$ cat src/core/ths_sup_map.vh
// Constants for the two-hand start supervisor
`ifndef THS_SUP_MAP_VH
`define THS_SUP_MAP_VH
// ----------------------------------------
// Timing
// ----------------------------------------
`define THS_CLK_HZ          20000000
`define THS_WINDOW_MS       200
`define THS_DEBOUNCE_US     10000
`define THS_HOLD_US         50000
// Cycle counts at the clock above, sized to the counter width
`define THS_WINDOW_CYC      24'h3D0900
`define THS_DEBOUNCE_CYC    24'h030D40
`define THS_HOLD_CYC        24'h0F4240
// ----------------------------------------
// Counter widths and reset values
// ----------------------------------------
`define THS_CNT_W           24
`define THS_CNT_ZERO        24'h000000
`define THS_CNT_ONE         24'h000001
`define THS_BIT_CLR         1'h0
`define THS_BIT_SET         1'h1
// ----------------------------------------
// Supervisor states, one-hot
// ----------------------------------------
`define THS_ST_W            5
`define THS_ST_IDLE         5'h01
`define THS_ST_FIRST        5'h02
`define THS_ST_HOLD         5'h04
`define THS_ST_RUN          5'h08
`define THS_ST_WAITOFF      5'h10
`endif

$ cat src/core/ths_debounce.v
// Synchroniser and debounce filter for one switch input
`timescale 1ns/1ps
`include "ths_sup_map.vh"
module ths_debounce
#(
	parameter CNT_W      = `THS_CNT_W,
	parameter [CNT_W-1:0] STABLE_CNT = `THS_CNT_ONE
)
(
	input  wire ref_clk,
	input  wire rst,
	input  wire rawIn,
	output wire cleanOut
);
	// ----------------------------------------
	// Storage
	// ----------------------------------------
	reg             syncA_ff;    // First sync stage, read only by syncB_ff
	reg             syncB_ff;    // Second sync stage
	reg             clean_ff;    // Filtered level
	reg [CNT_W-1:0] cnt_ff;      // Stability counter
	reg [CNT_W-1:0] nxt_cnt;
	reg             nxt_clean;

	assign cleanOut = clean_ff;

	// Next-value logic: level must differ for STABLE_CNT cycles to flip
	always @*
	begin
		nxt_cnt   = cnt_ff;
		nxt_clean = clean_ff;
		if (syncB_ff == clean_ff)
			nxt_cnt = {CNT_W{1'b0}};   // Bounce back resets the count
		else if (cnt_ff >= STABLE_CNT - `THS_CNT_ONE)
		begin
			nxt_clean = syncB_ff;
			nxt_cnt   = {CNT_W{1'b0}};
		end
		else
			nxt_cnt = cnt_ff + `THS_CNT_ONE;
	end

	// Registers
	always @(posedge ref_clk or posedge rst)
	begin
		if (rst)
		begin
			syncA_ff <= `THS_BIT_CLR;
			syncB_ff <= `THS_BIT_CLR;
			clean_ff <= `THS_BIT_CLR;
			cnt_ff   <= `THS_CNT_ZERO;
		end
		else
		begin
			syncA_ff <= rawIn;
			syncB_ff <= syncA_ff;
			clean_ff <= nxt_clean;
			cnt_ff   <= nxt_cnt;
		end
	end
endmodule // ths_debounce

$ cat src/core/ths_supervisor.v
// Two-hand start supervisor: timing window, hold, e-stop gating
`timescale 1ns/1ps
`include "ths_sup_map.vh"
// Notes on behaviour
// - Two start switches plus e-stop required
// - Second closure within 200 ms, any order
// - Late second closure: no cycle, error
// - Error self-clears on next good pair
// - Start inputs normally open, high means pressed
// - Either e-stop contact open blocks/ends start
module ths_supervisor
#(
	parameter CNT_W        = `THS_CNT_W,
	// Cycle counts for a 20 MHz system clock
	parameter [CNT_W-1:0] WINDOW_CYC   = `THS_WINDOW_CYC,   // 200 ms closure window
	parameter [CNT_W-1:0] DEBOUNCE_CYC = `THS_DEBOUNCE_CYC, // 10 ms contact settle time
	parameter [CNT_W-1:0] HOLD_CYC     = `THS_HOLD_CYC      // 50 ms hold before release
)
(
	input  wire ref_clk,
	input  wire rst,
	input  wire firstStartSwitch,        // High while contact closed
	input  wire secondStartSwitch,       // High while contact closed
	input  wire emergencyHaltLoopA,      // High while NC contact closed
	input  wire emergencyHaltLoopB,      // High while NC contact closed
	input  wire cycleDone,               // Weld cycle finished pulse
	output wire weldStart,               // One-cycle start pulse
	output wire weldActive,              // Level while cycle runs
	output wire handsOffPermitted,       // Switches may be released
	output wire twoHandTimingError,      // Error indication for display
	output wire emergencyHalt            // E-stop condition level
);
	// ----------------------------------------
	// Filtered inputs
	// ----------------------------------------
	wire [3:0] rawIn;     // Raw switch levels
	wire [3:0] cleanIn;   // Debounced levels

	assign rawIn = {emergencyHaltLoopB, emergencyHaltLoopA,
		secondStartSwitch, firstStartSwitch};

	// One filter per switch; bounce never looks like a release
	// Four counters cost area, but a shared one would let one contact hide another
	genvar gi;
	generate
		for (gi = 0; gi < 4; gi = gi + 1)
		begin : gDeb
			ths_debounce #(
				.CNT_W      (CNT_W),
				.STABLE_CNT (DEBOUNCE_CYC)
			) uDeb (
				.ref_clk  (ref_clk),
				.rst      (rst),
				.rawIn    (rawIn[gi]),
				.cleanOut (cleanIn[gi])
			);
		end
	endgenerate

	// Closed contacts read high; the stop loops are normally closed
	wire pressA  = cleanIn[0];
	wire pressB  = cleanIn[1];
	wire bothOn  = pressA & pressB;
	wire anyOn   = pressA | pressB;
	wire halt    = ~(cleanIn[2] & cleanIn[3]);

	// ----------------------------------------
	// State and registers
	// ----------------------------------------
	reg [`THS_ST_W-1:0] state_ff;     // One-hot supervisor state
	reg [`THS_ST_W-1:0] nxt_state;
	// Timer is shared: FIRST and HOLD never run together
	reg [CNT_W-1:0]     tmr_ff;       // Window or hold timer
	reg [CNT_W-1:0]     nxt_tmr;
	reg                 err_ff;       // Timing error indication
	reg                 nxt_err;
	reg                 start_ff;     // Start pulse
	reg                 nxt_start;
	reg                 release_ff;   // Hands-off indication
	reg                 nxt_release;
	reg                 active_ff;    // Cycle running
	reg                 nxt_active;
	reg                 halt_ff;      // Registered e-stop level

	// ----------------------------------------
	// One-hot state codes
	// ----------------------------------------
	// Codes live in the constants header; one bit per state
	localparam [`THS_ST_W-1:0] ST_IDLE    = `THS_ST_IDLE;    // Waiting for a first closure
	localparam [`THS_ST_W-1:0] ST_FIRST   = `THS_ST_FIRST;   // One switch closed, window open
	localparam [`THS_ST_W-1:0] ST_HOLD    = `THS_ST_HOLD;    // Both closed, holding before release
	localparam [`THS_ST_W-1:0] ST_RUN     = `THS_ST_RUN;     // Weld cycle running
	localparam [`THS_ST_W-1:0] ST_WAITOFF = `THS_ST_WAITOFF; // Waiting for both hands off

	assign weldStart          = start_ff;
	assign weldActive         = active_ff;
	assign handsOffPermitted  = release_ff;
	assign twoHandTimingError = err_ff;
	assign emergencyHalt      = halt_ff;

	// ----------------------------------------
	// Supervisor next-state logic
	// ----------------------------------------
	// Outputs are decided here and registered below, so every
	// indication leaves the block from a flip-flop
	always @*
	begin
		nxt_state   = state_ff;
		nxt_tmr     = tmr_ff;
		nxt_err     = err_ff;
		nxt_start   = `THS_BIT_CLR;
		nxt_release = `THS_BIT_CLR;
		nxt_active  = active_ff;
		case (state_ff)
			ST_IDLE:
			begin
				// Timer parked at zero so FIRST always opens a fresh window
				nxt_tmr = `THS_CNT_ZERO;
				// Both closing in one cycle is zero skew
				if (halt)
					nxt_state = ST_IDLE;
				else if (bothOn)
				begin
					nxt_state = ST_HOLD;
					nxt_err   = `THS_BIT_CLR;
				end
				else if (anyOn)
					nxt_state = ST_FIRST;
			end
			ST_FIRST:
			begin
				// Counts cycles since the first filtered closure
				nxt_tmr = tmr_ff + `THS_CNT_ONE;
				if (halt || !anyOn)
					nxt_state = ST_IDLE;
				else if (bothOn)
				begin
					// Tested ahead of the timeout, so a pair exactly at
					// the window edge still counts as in time
					nxt_state = ST_HOLD;
					nxt_err   = `THS_BIT_CLR;
					nxt_tmr   = `THS_CNT_ZERO;
				end
				else if (tmr_ff >= WINDOW_CYC - `THS_CNT_ONE)
				begin
					// Error is only set here, so it never meets a clear
					nxt_state = ST_WAITOFF;
					nxt_err   = `THS_BIT_SET;
				end
			end
			ST_HOLD:
			begin
				// Early release or e-stop aborts the start
				nxt_tmr = tmr_ff + `THS_CNT_ONE;
				if (halt)
					nxt_state = ST_WAITOFF;
				else if (!bothOn)
					nxt_state = ST_WAITOFF;
				else if (tmr_ff >= HOLD_CYC - `THS_CNT_ONE)
				begin
					nxt_state   = ST_RUN;
					nxt_start   = `THS_BIT_SET;
					nxt_active  = `THS_BIT_SET;
					nxt_release = `THS_BIT_SET;
				end
			end
			ST_RUN:
			begin
				// Release indication tracks the run and drops with it
				nxt_release = `THS_BIT_SET;
				if (halt || cycleDone)
				begin
					nxt_state   = ST_WAITOFF;
					nxt_active  = `THS_BIT_CLR;
					nxt_release = `THS_BIT_CLR;
				end
			end
			ST_WAITOFF:
			begin
				// New attempt needs both hands off first; a held switch
				// must not open a window that began before the release
				nxt_active = `THS_BIT_CLR;
				nxt_tmr    = `THS_CNT_ZERO;
				if (!anyOn)
					nxt_state = ST_IDLE;
			end
			default:
			begin
				// Illegal one-hot code: recover to a safe idle
				nxt_state  = ST_IDLE;
				nxt_active = `THS_BIT_CLR;
				nxt_tmr    = `THS_CNT_ZERO;
			end
		endcase
	end

	// ----------------------------------------
	// Registers
	// ----------------------------------------
	// Halt resets raised: the stop loops read open until they debounce
	always @(posedge ref_clk or posedge rst)
	begin
		if (rst)
		begin
			state_ff   <= ST_IDLE;
			tmr_ff     <= `THS_CNT_ZERO;
			err_ff     <= `THS_BIT_CLR;
			start_ff   <= `THS_BIT_CLR;
			release_ff <= `THS_BIT_CLR;
			active_ff  <= `THS_BIT_CLR;
			halt_ff    <= `THS_BIT_SET;
		end
		else
		begin
			state_ff   <= nxt_state;
			tmr_ff     <= nxt_tmr;
			err_ff     <= nxt_err;
			start_ff   <= nxt_start;
			release_ff <= nxt_release;
			active_ff  <= nxt_active;
			halt_ff    <= halt;
		end
	end
endmodule // ths_supervisor

$ cat config.mk
export PLATFORM = sky130hd
export DESIGN_NAME = ths_supervisor
export DESIGN_NICKNAME = d
export VERILOG_FILES = /design/src/core/ths_debounce.v /design/src/core/ths_supervisor.v
export VERILOG_INCLUDE_DIRS = /design/src /design/src/core
export SDC_FILE = /design/constraint.sdc
export NUM_CORES = 1
export LEC_CHECK = 0
export BUFFER_PORTS_ARGS = -buffer_cell sky130_fd_sc_hd__buf_2
export CORE_UTILIZATION = 65
export CTS_CLUSTER_SIZE = 40
export DETAILED_ROUTE_END_ITERATION = 12
export PLACE_DENSITY = 0.89
export SYNTH_ARGS = -nofsm -noshare
export SYNTH_HDL_FRONTEND = slang
export SYNTH_SLANG_ARGS = --single-unit
$ cat constraint.sdc
create_clock -name ref_clk -period 11.32 [get_ports ref_clk]
set_input_delay 1.132 -clock ref_clk [delete_from_list [all_inputs] [get_ports ref_clk]]
set_output_delay 1.132 -clock ref_clk [all_outputs]
set_load 0.05 [all_outputs]
==> impl_metrics.yaml, run 1 <==
sta:
  fin_worst_skew_ns: 0.00870
  post-route-min-period_ns: 2.52
  worstMarginPinSlew_ns: 0.823
  fmax_ghz: 0.397
  maxSlewHeadroom_pct: 44.4
  finalCritPeriodShare_pct: 22.3
  finalHoldViolCount: 0
  finalSetupViolCount: 0
  slew_violations: 0
  fin_setup_tns_ns: 0
  rsz0062_at_grt: "no"
cells_and_area:
  n_antenna_cell: 0
  nets: 670
  drive_gt1_share_pct: 8.94
  area_growth_syn_to_layout_pct: 13.0
  fin_util_pct: 77.2
global_route:
  grt_pass1_wl_mm: 22.2
  grt_pass1_vias: 4760
  grt_overflow: 0
  grt_usage_pct: 28.5
  antenna_found_initial: 0
  grt_max_degree: 81
logic_synthesis:
  netlist.area_leader.share_pct: 54.5
  synthXorXnorAreaFrac_pct: 12.0
  ys_async_sr_fraction_pct: 100
  synth_cell_types: 54
  synth_edf_count: 0
  netlist_top_cells_area: "dfrtp_1 55%, xor2_1 7.6%, nor2_1 6.9%, xnor2_1 4.4%, nand3_1 3.3%"
  synth.area.mux_share_pct: 0.876
  yosys.area_share.simple_pct: 23.7
  ys_seq_area_share_pct: 55.3
  synth_adder_area_share_pct: 0.973
  synth_compound_area_share_pct: 5.49
  synth_top_family_by_area: "simple AND/OR/NAND/NOR gates"
  synth_top_area_cell: "dfrtp_1"
  ys.flop_type: "dfrtp_1"
  avgSynthCellArea_um2: 10.4
  syn_inst: 619
  yosys_warnings: 0
  syn_area_um2: 6430
  ys_ff_latch: 142
clock_network:
  clock_tree.buffer_depth: 2
  clk_pin_slew_worst_paths_ns: 0.06
  clock_latency_ns: 0.52
  hold_buffers: 0
  cts_tree: "built"
  cts_sinks: 142
  post_cts_buffers: 0
  cts_buffers: 17
  cts_resized: 0
  cts_max_level: 4
  cts-root-buf: "clkbuf_8"
power_and_ir_drop:
  ir_drop_mv: 0.104
  combPwrFrac_pct: 2.7
  power_density_nw_per_um2: 152
  p_int_mw: 0.866
  switching_share_pct: 21.5
  clock_power_share_pct: 49.6
  leakagePower_nw: 3.00
  seq_power_share_pct: 47.7
  p_sw_mw: 0.237
critical_path:
  rr_endpoint: "gDeb[1].uDeb.cnt_ff[12]"
  worst_ep_required_time_ns: 11.75
  crit-reg2reg-launch: "gDeb[1].uDeb.cnt_ff[20]"
  worstSetupPathType: "flip-flop to flip-flop"
  reg2regPathDepth: 4
  worst_setup_path_end_kind: "flip-flop"
  critPathMaxFanout: 17
  crit_arrival_ns: 2.95
  rrSetupSlack_ns: 8.80
  start_kind: "flip-flop"
floorplanning:
  die_w_um: 101
  io_pins: 12
  fp.dieH_um: 101
  dieArea_um2: 10300
  core_area_um2: 9420
  rows: 35
  initial_core_util_pct: 68.3
min_path:
  worstHoldStart: "gDeb[0].uDeb.syncA_ff"
  min_path_type: "flip-flop to flip-flop"
  hold_path_end: "gDeb[0].uDeb.syncB_ff"
  worstHoldPathCells: 0
route:
  wire_per_inst_um: 16.6
  drtIter0Drc: 311
  routed_wl_mm: 13.3
  num_vias: 4698
  drc: 0
  dr.pass1.iters: 5
  viasPerCell: 5.87
  antenna_left: 0
placed_design:
  place_congestion: 0.868
  dpl.hpwl_mm: 8.00
  port_buffers: 11
job:
  cap_violations: 0
run_status:
  status: "complete, no violations"
==> flip-flops by register name (all words and copies together) (netlist names) <==
register and flops:
gDeb.uDeb.cleanOut 4, state_ff 5, handsOffPermitted 1, twoHandTimingError 1
gDeb.uDeb.syncB_ff 4, tmr_ff 24, weldActive 1, gDeb.uDeb.cnt_ff 96
weldStart 1, emergencyHalt 1, gDeb.uDeb.syncA_ff 4
==> worst max path at each step <==
stage,to,from,slack [ns]
floorplan,gDeb[0].uDeb.cleanOut,rst,6.38
global placement,gDeb[1].uDeb.cnt_ff[2],rst,8.79
detailed placement,gDeb[1].uDeb.cnt_ff[3],rst,8.74
CTS,gDeb[1].uDeb.cnt_ff[1],gDeb[1].uDeb.cnt_ff[20],8.79
global route,gDeb[1].uDeb.cnt_ff[1],gDeb[1].uDeb.cnt_ff[20],8.65
finish,gDeb[1].uDeb.cnt_ff[12],gDeb[1].uDeb.cnt_ff[20],8.80
==> synthesized netlist by cell type (all sizes together), types with 3 or more instances <==
| cell | count |
|---|---|
| a21o | 4 |
| a21oi | 9 |
| and2 | 4 |
| and3 | 14 |
| and4 | 7 |
| buf | 3 |
| clkbuf | 12 |
| dfrtp | 140 |
| ha | 5 |
| inv | 12 |
| mux2 | 5 |
| nand2 | 44 |
| nand3 | 43 |
| nand4 | 28 |
| nor2 | 118 |
| nor3 | 12 |
| nor4 | 14 |
| o21ai | 8 |
| o31ai | 3 |
| or3 | 3 |
| or4 | 6 |
| xnor2 | 32 |
| xor2 | 56 |
==> per-stage QoR <==
stage	hold slack [ns]	cell area (um^2)	worst slack (ns)	instances	power (mW)
final	0.347	7270	8.80	800	1.10
after global routing	0.358	7270	8.65	800	1.13
after CTS	0.351	7260	8.79	800	1.11
after detailed placement	0.337	6680	8.74	768	0.564
after global placement	0.336	6680	8.79	768	0.561
after floorplan	0.331	6510	6.38	642	0.555
==> cells in the final DEF, fill, tap and decap left out, types with 3 or more instances in the layout <==
cell and instances:
clkinv_2 4, a21oi_1 9, xnor2_1 32, clkbuf_16 16
and4_1 7, buf_2 11, mux2_2 5, conb_1 24
nor2_1 117, nor3_1 12, nor4_1 13, o21ai_0 8
or4_1 5, clkinvlp_4 3, and2_1 4, clkbuf_1 3
o31ai_1 3, nand2_1 44, ha_1 5, xor2_1 56
and3_1 13, inv_1 11, or3_1 3, nand3_1 42
bufinv_16 3, a21o_1 4, nand4_1 26, dfrtp_1 140
==> area by class of cell <==
type | count | area (um^2)
timing repair buffer | 12 | 62.6
clock buffer | 21 | 439
tap | 129 | 161
multi-input combinational | 473 | 2860
fill | 574 | 2150
inverter | 12 | 50.0
clock inverter | 11 | 141
sequential | 142 | 3560
==> logic make-up after synthesis <==
family                   after synthesis
AND/OR/NAND/NOR                      304
flip-flops                           142
XOR/XNOR                              88
AO/OA/AOI/OAI                         47
buffers and inverters                 27
adder cells (fa/ha/maj)                5
multiplexers                           5
other                                  1
==> power groups by stage <==
stage | Combinational, mW | Clock, mW | Sequential (mW)
after floorplan | 0.0231 | 0 | 0.532
after global placement | 0.0274 | 0 | 0.534
after detailed placement | 0.0290 | 0 | 0.535
after CTS | 0.0299 | 0.553 | 0.526
after global routing | 0.0345 | 0.573 | 0.527
final | 0.0298 | 0.547 | 0.527
==> critical path, cell delays in order (launching register included) <==
cell     delay, ns
dfrtp_1       0.36
or4_1         0.54
nor4_1        0.55
nand3_1       0.66
nor2_1        0.32
==> metal layers <==
metal | up-vias | wire length, um | global-route usage [%]
met3 | 28 | 594 | 7.04
li1 | 2199 | - | -
met5 | - | 0 | 0
met2 | 122 | 7120 | 49.8
met1 | 2349 | 5310 | 34.8
met4 | 0 | 248 | 10.0
Power figures use the tool's default switching activity.
==> run 2, diff against run 1 <==
- CORE_UTILIZATION: 65 -> 62
- PLACE_DENSITY: 0.89 -> 0.86
- clock period: 11.32 -> 2.38 ns (I/O delays scaled with it)
==> run 2 against run 1 <==
Against the previous run:
- register-to-register slack worse by 8.6 ns
- highest routed layer unchanged
- largest power group unchanged
- die area is 4.7% higher
- maximum frequency is 16% higher
- largest cell class unchanged
==> impl_metrics.yaml, run 2 (synthesized netlist as in run 1, its figures left out) <==
floorplanning:
  fp.dieH_um: 104
  io_pins: 12
  dieArea_um2: 10800
  initial_core_util_pct: 64.9
  core_area_um2: 9910
  rows: 36
  die_w_um: 104
global_route:
  grt_pass1_vias: 4946
  grt_usage_pct: 25.8
  grt_overflow: 0
  grt_max_degree: 143
  antenna_found_initial: 0
  grt_pass1_wl_mm: 21.8
power_and_ir_drop:
  power_density_nw_per_um2: 705
  leakagePower_nw: 3.06
  ir_drop_mv: 0.531
cells_and_area:
  final_cell_area_um2: 7400
  layout_common_cells: "140 x dfrtp_1, 118 x nor2_1, 56 x xor2_1"
  n_antenna_cell: 0
  top_register: "gDeb.uDeb.cnt_ff"
  layout_commonest_cell: "dfrtp_1"
  area_growth_syn_to_layout_pct: 15.2
  n_fill_cell: 639
  fin_cells: 819
  top_regs: "gDeb.uDeb.cnt_ff: 96 flops, tmr_ff: 24 flops, state_ff: 5 flops"
  largest_register_ffs: 96
  drive_gt1_share_pct: 10.5
  nets: 685
route:
  routed_wl_mm: 12.5
  num_vias: 4672
  antenna_left: 0
  viasPerCell: 5.70
  wire_per_inst_um: 15.3
  dr.pass1.iters: 5
  drc: 0
  drtIter0Drc: 245
sta:
  maxSlewHeadroom_pct: 52.8
  post-route-min-period_ns: 2.17
  finalCritPeriodShare_pct: 91.2
  fmax_ghz: 0.461
  fin_worst_skew_ns: 0.0124
  fin_ws_ns: 0.210
  rsz0062_at_grt: "no"
  worstMarginPinSlew_ns: 0.702
  finalSetupViolCount: 0
  slew_violations: 0
  fin_setup_tns_ns: 0
  finalHoldViolCount: 0
critical_path:
  crit-reg2reg-launch: "state_ff[1]"
  rrSetupSlack_ns: 0.21
  rr_endpoint: "weldActive"
  reg2regPathDepth: 5
  worst_setup_path_end_kind: "flip-flop"
  crit_arrival_ns: 2.60
  crit_end: "weldActive"
  cp-startpoint: "state_ff[1]"
  worstSetupPathType: "flip-flop to flip-flop"
  worst_ep_required_time_ns: 2.81
  start_kind: "flip-flop"
  critPathMaxFanout: 6
clock_network:
  cts-root-buf: "clkbuf_8"
  clk_pin_slew_worst_paths_ns: 0.07
  cts_buffers: 17
  cts_max_level: 4
  hold_buffers: 5
  post_cts_buffers: 0
  clock_tree.buffer_depth: 2
  cts_sinks: 142
  cts_resized: 0
  clock_latency_ns: 0.54
  cts_tree: "built"
placed_design:
  dpl.hpwl_mm: 7.94
  dp_cells: 782
  place_congestion: 0.921
  dp_slack_ns: 0.274
  port_buffers: 11
  postPlaceCellArea_um2: 6770
job:
  cap_violations: 0
run_status:
  status: "complete, no violations"
min_path:
  min_path_type: "input port to flip-flop"
-- run 2: cell types whose count changed in the layout (fill, tap and decap cells not counted) --
cell / previous run / this run
buf_4: 1 / 10
dlygate4sd3_1: 0 / 5
clkinvlp_4: 3 / 6
bufinv_16: 3 / 2
clkinv_2: 4 / 3
clkbuf_1: 3 / 0
nor2_1: 117 / 118
buf_12: 0 / 1
nor2_2: 1 / 0
clkbuf_8: 2 / 3
inv_6: 1 / 2
-- run 2: final cells by class --
cell class	count	area (um^2)	share of cell area, %
sequential	142	3560	48.0
timing repair buffer	27	200	2.70
clock inverter	13	139	1.88
clock buffer	19	442	5.96
multi-input combinational	473	2850	38.5
inverter	12	48.8	0.659
tap	133	166	2.25
-- run 2: layer usage --
| metal | vias to the layer above | track usage [%] | wire length (um) |
|---|---|---|---|
| li1 | 2235 | - | - |
| met1 | 2310 | 29.5 | 5190 |
| met2 | 91 | 44.9 | 6690 |
| met3 | 36 | 5.48 | 338 |
| met4 | 0 | 14.6 | 324 |
| met5 | - | 0 | 0 |
-- run 2: worst min-delay path by stage --
stage	start	to	slack [ns]	cells past startpoint
global placement	gDeb[2].uDeb.syncA_ff	gDeb[2].uDeb.syncB_ff	0.34	0
detailed placement	gDeb[2].uDeb.syncA_ff	gDeb[2].uDeb.syncB_ff	0.34	0
global route	cycleDone	handsOffPermitted	0.17	4
finish	cycleDone	handsOffPermitted	0.18	4
floorplan	firstStartSwitch	gDeb[0].uDeb.syncA_ff	0.27	0
CTS	cycleDone	state_ff[0]	0.15	4
-- run 2: report_power, final --
part           total [mW]  internal (mW)  switching [mW]
Sequential           2.50           2.46          0.0381
Clock                2.57           1.55            1.03
Combinational       0.150         0.0485           0.101
Total                5.22           4.06            1.16
-- run 2: critical path, stage by stage, from the launching register on --
cell and delay [ns]:
dfrtp_1 0.46, nor4_2 0.58, nand2_1 0.23, o31ai_1 0.30, mux2_2 0.37, o21a_1 0.12
-- run 2: metrics by stage --
step	utilization, %	hold slack, ns	total power [mW]
after floorplan	-	0.269	2.64
after CTS	74.7	0.149	5.26
after detailed placement	68.4	0.340	2.68
final	74.7	0.180	5.22
after global placement	68.4	0.337	2.67
after global routing	74.7	0.175	5.39
==> run 3, diff against run 2 <==
- CORE_UTILIZATION: 62 -> 56
- PLACE_DENSITY: 0.86 -> 0.82
- clock period: 2.38 -> 1.94 ns (I/O delays scaled with it)
==> run 3 against run 2 <==
Against the previous run:
- the run now ends with negative setup slack left
- design area increased by 4.8%
- cell count up 3.8%
- die area grew 11%
- register-to-register slack worse by 0.25 ns
- critical endpoint unchanged
- largest power group unchanged
- highest routed layer unchanged
==> impl_metrics.yaml, run 3 (synthesized netlist as in run 1, its figures left out) <==
floorplanning:
  fp.dieH_um: 109
  core_area_um2: 11000
  dieArea_um2: 11900
  io_pins: 12
  initial_core_util_pct: 58.3
  rows: 38
  die_w_um: 109
route:
  antenna_left: 0
  top_layer_used: "met4"
  wire_per_inst_um: 15.4
  met3RoutedLength_um: 433
  drtIter0Drc: 423
  drc: 0
  viasPerCell: 5.60
  wl_met2_mm: 7.06
  num_vias: 4760
  drt-met1-wl_mm: 5.53
  dr.pass1.iters: 5
  routed_wl_mm: 13.1
critical_path:
  rrSetupSlack_ns: -0.04
  critPathMaxFanout: 4
  cp_cell_sequence: "or2_1 > or4_4 > or4_4 > a31oi_4 > o21a_1"
  path_buf_inv: 0
  crit_arrival_ns: 2.34
  slowest_delay_ns: 0.51
  crit_family: "simple AND/OR/NAND/NOR gates"
  worstSetupPathType: "flip-flop to flip-flop"
  start_kind: "flip-flop"
  worst_ep_required_time_ns: 2.30
  slowest_stage: "or4_4"
  rr_endpoint: "weldActive"
  crit-reg2reg-launch: "tmr_ff[12]"
  worst_setup_path_end_kind: "flip-flop"
  reg2regPathDepth: 5
  cp-startpoint: "tmr_ff[12]"
  crit_top_cell: "or4_4"
cells_and_area:
  area_growth_syn_to_layout_pct: 20.7
  top_regs: "gDeb.uDeb.cnt_ff: 96 flops, tmr_ff: 24 flops, state_ff: 5 flops"
  largest_register_ffs: 96
  fin_util_pct: 70.3
  nets: 709
  layout_common_cells: "140 x dfrtp_1, 118 x nor2_1, 56 x xor2_1"
  layout_commonest_cell: "dfrtp_1"
  fin_cells: 850
  top_register: "gDeb.uDeb.cnt_ff"
  n_antenna_cell: 0
  drive_gt1_share_pct: 14.5
global_route:
  grt_usage_pct: 24.3
  grt_max_degree: 72
  grt_pass1_wl_mm: 22.1
  antenna_found_initial: 0
  grt_overflow: 0
  grt_pass1_vias: 4888
placed_design:
  dp_slack_ns: -0.0453
  place_congestion: 0.875
  port_buffers: 11
  dpl.hpwl_mm: 8.22
  dp_cells: 812
clock_network:
  cts-root-buf: "clkbuf_16"
  cts_sinks: 142
  cts_buffers: 17
  clock_latency_ns: 0.42
  clk_pin_slew_worst_paths_ns: 0.06
  clock_tree.buffer_depth: 2
  cts_max_level: 4
  cts_tree: "built"
sta:
  slew_violations: 0
  fin_ws_ns: -0.0421
  fin_worst_skew_ns: 0.00799
  finalHoldViolCount: 0
  finalSetupViolCount: 4
  worstMarginPinSlew_ns: 0.583
  post-route-min-period_ns: 1.98
  finalCritPeriodShare_pct: 102
  fmax_ghz: 0.505
  maxSlewHeadroom_pct: 60.8
  rsz0062_at_grt: "yes"
min_path:
  hold_path_end: "state_ff[0]"
  min_path_type: "input port to flip-flop"
  worstHoldPathCells: 4
  worstHoldStart: "cycleDone"
power_and_ir_drop:
  leakagePower_nw: 3.26
  clock_power_share_pct: 52.4
  power_density_nw_per_um2: 887
  switching_share_pct: 20.7
  ir_drop_mv: 0.806
  p_sw_mw: 1.43
  seq_power_share_pct: 44.5
  combPwrFrac_pct: 3.1
  p_int_mw: 5.46
run_status:
  status: "complete, but fails checks"
  violations: "negative setup slack"
job:
  cap_violations: 0
==> run 3: changes by cell type in the layout (fill, tap and decap cells not counted), moves of 2 or more <==
cell	delta
buf_12	+2
buf_4	+21
bufinv_16	+3
clkinvlp_4	-3
nor4_1	-3
nor4_2	+2
==> run 3: repair_timing <==
| item | CTS | global route |
|---|---|---|
| hold buffers | 5 | 0 |
| hold endpoints to repair | 14 | 0 |
| cloned | 0 | 0 |
| gates resized for setup | 2 | 9 |
| setup buffers | 0 | 1 |
| endpoints found under the setup margin | 5 | 64 |
| pin swaps | 1 | 5 |
==> run 3: worst reg2reg max path: cells and delay by family (launching register included) <==
| kind | cells | cell delay [ns] |
|---|---|---|
| simple gates | 3 | 1.18 |
| compound gates | 2 | 0.37 |
| flops | 1 | 0.37 |
==> run 3: per-stage QoR <==
step | power, mW | setup TNS, ns | hold WS (ns) | cell area (um^2)
final | 6.88 | -0.115 | 0.238 | 7760
after global routing | 7.10 | -0.335 | 0.248 | 7760
after CTS | 6.94 | -0.00901 | 0.217 | 7710
after detailed placement | 3.31 | -0.121 | 0.192 | 6990
after global placement | 3.30 | -0.0219 | 0.186 | 6990
after floorplan | 3.24 | -4.12 | 0.225 | 6530
==> run 3: worst max-delay path by stage <==
stage          slack [ns]  cells past startpoint                    end
5_1_grt             -0.08                      5              weldStart
3_5_place_dp        -0.05                      5              weldStart
6_report            -0.04                      5             weldActive
2_1_floorplan       -0.03                      1  gDeb[0].uDeb.cleanOut
3_3_place_gp        -0.02                      5              weldStart
4_1_cts            -0.009                      5              weldStart
==> run 3: metal layers <==
layer | global-route usage (%) | up-vias
met4 | 7.05 | 0
met5 | 0 | -
met1 | 28.4 | 2387
met3 | 6.40 | 12
li1 | - | 2273
met2 | 43.5 | 88
==> run 3: power by group through the flow <==
| stage | clock [mW] | sequential, mW | combinational (mW) |
|---|---|---|---|
| 3_3_place_gp | 0 | 3.11 | 0.194 |
| 2_1_floorplan | 0 | 3.10 | 0.135 |
| 5_1_grt | 3.79 | 3.07 | 0.243 |
| 6_report | 3.60 | 3.06 | 0.214 |
| 3_5_place_dp | 0 | 3.11 | 0.202 |
| 4_1_cts | 3.66 | 3.06 | 0.216 |
==> run 3: layout make-up <==
cell class              instances  area [um^2]
multi-input cells             473         2910
well taps                     140          175
repair buffers                 51          409
clock buffers                  19          453
fillers                       767         3270
flip-flops and latches        142         3560
clock inverters                13          210
inverters                      12         48.8
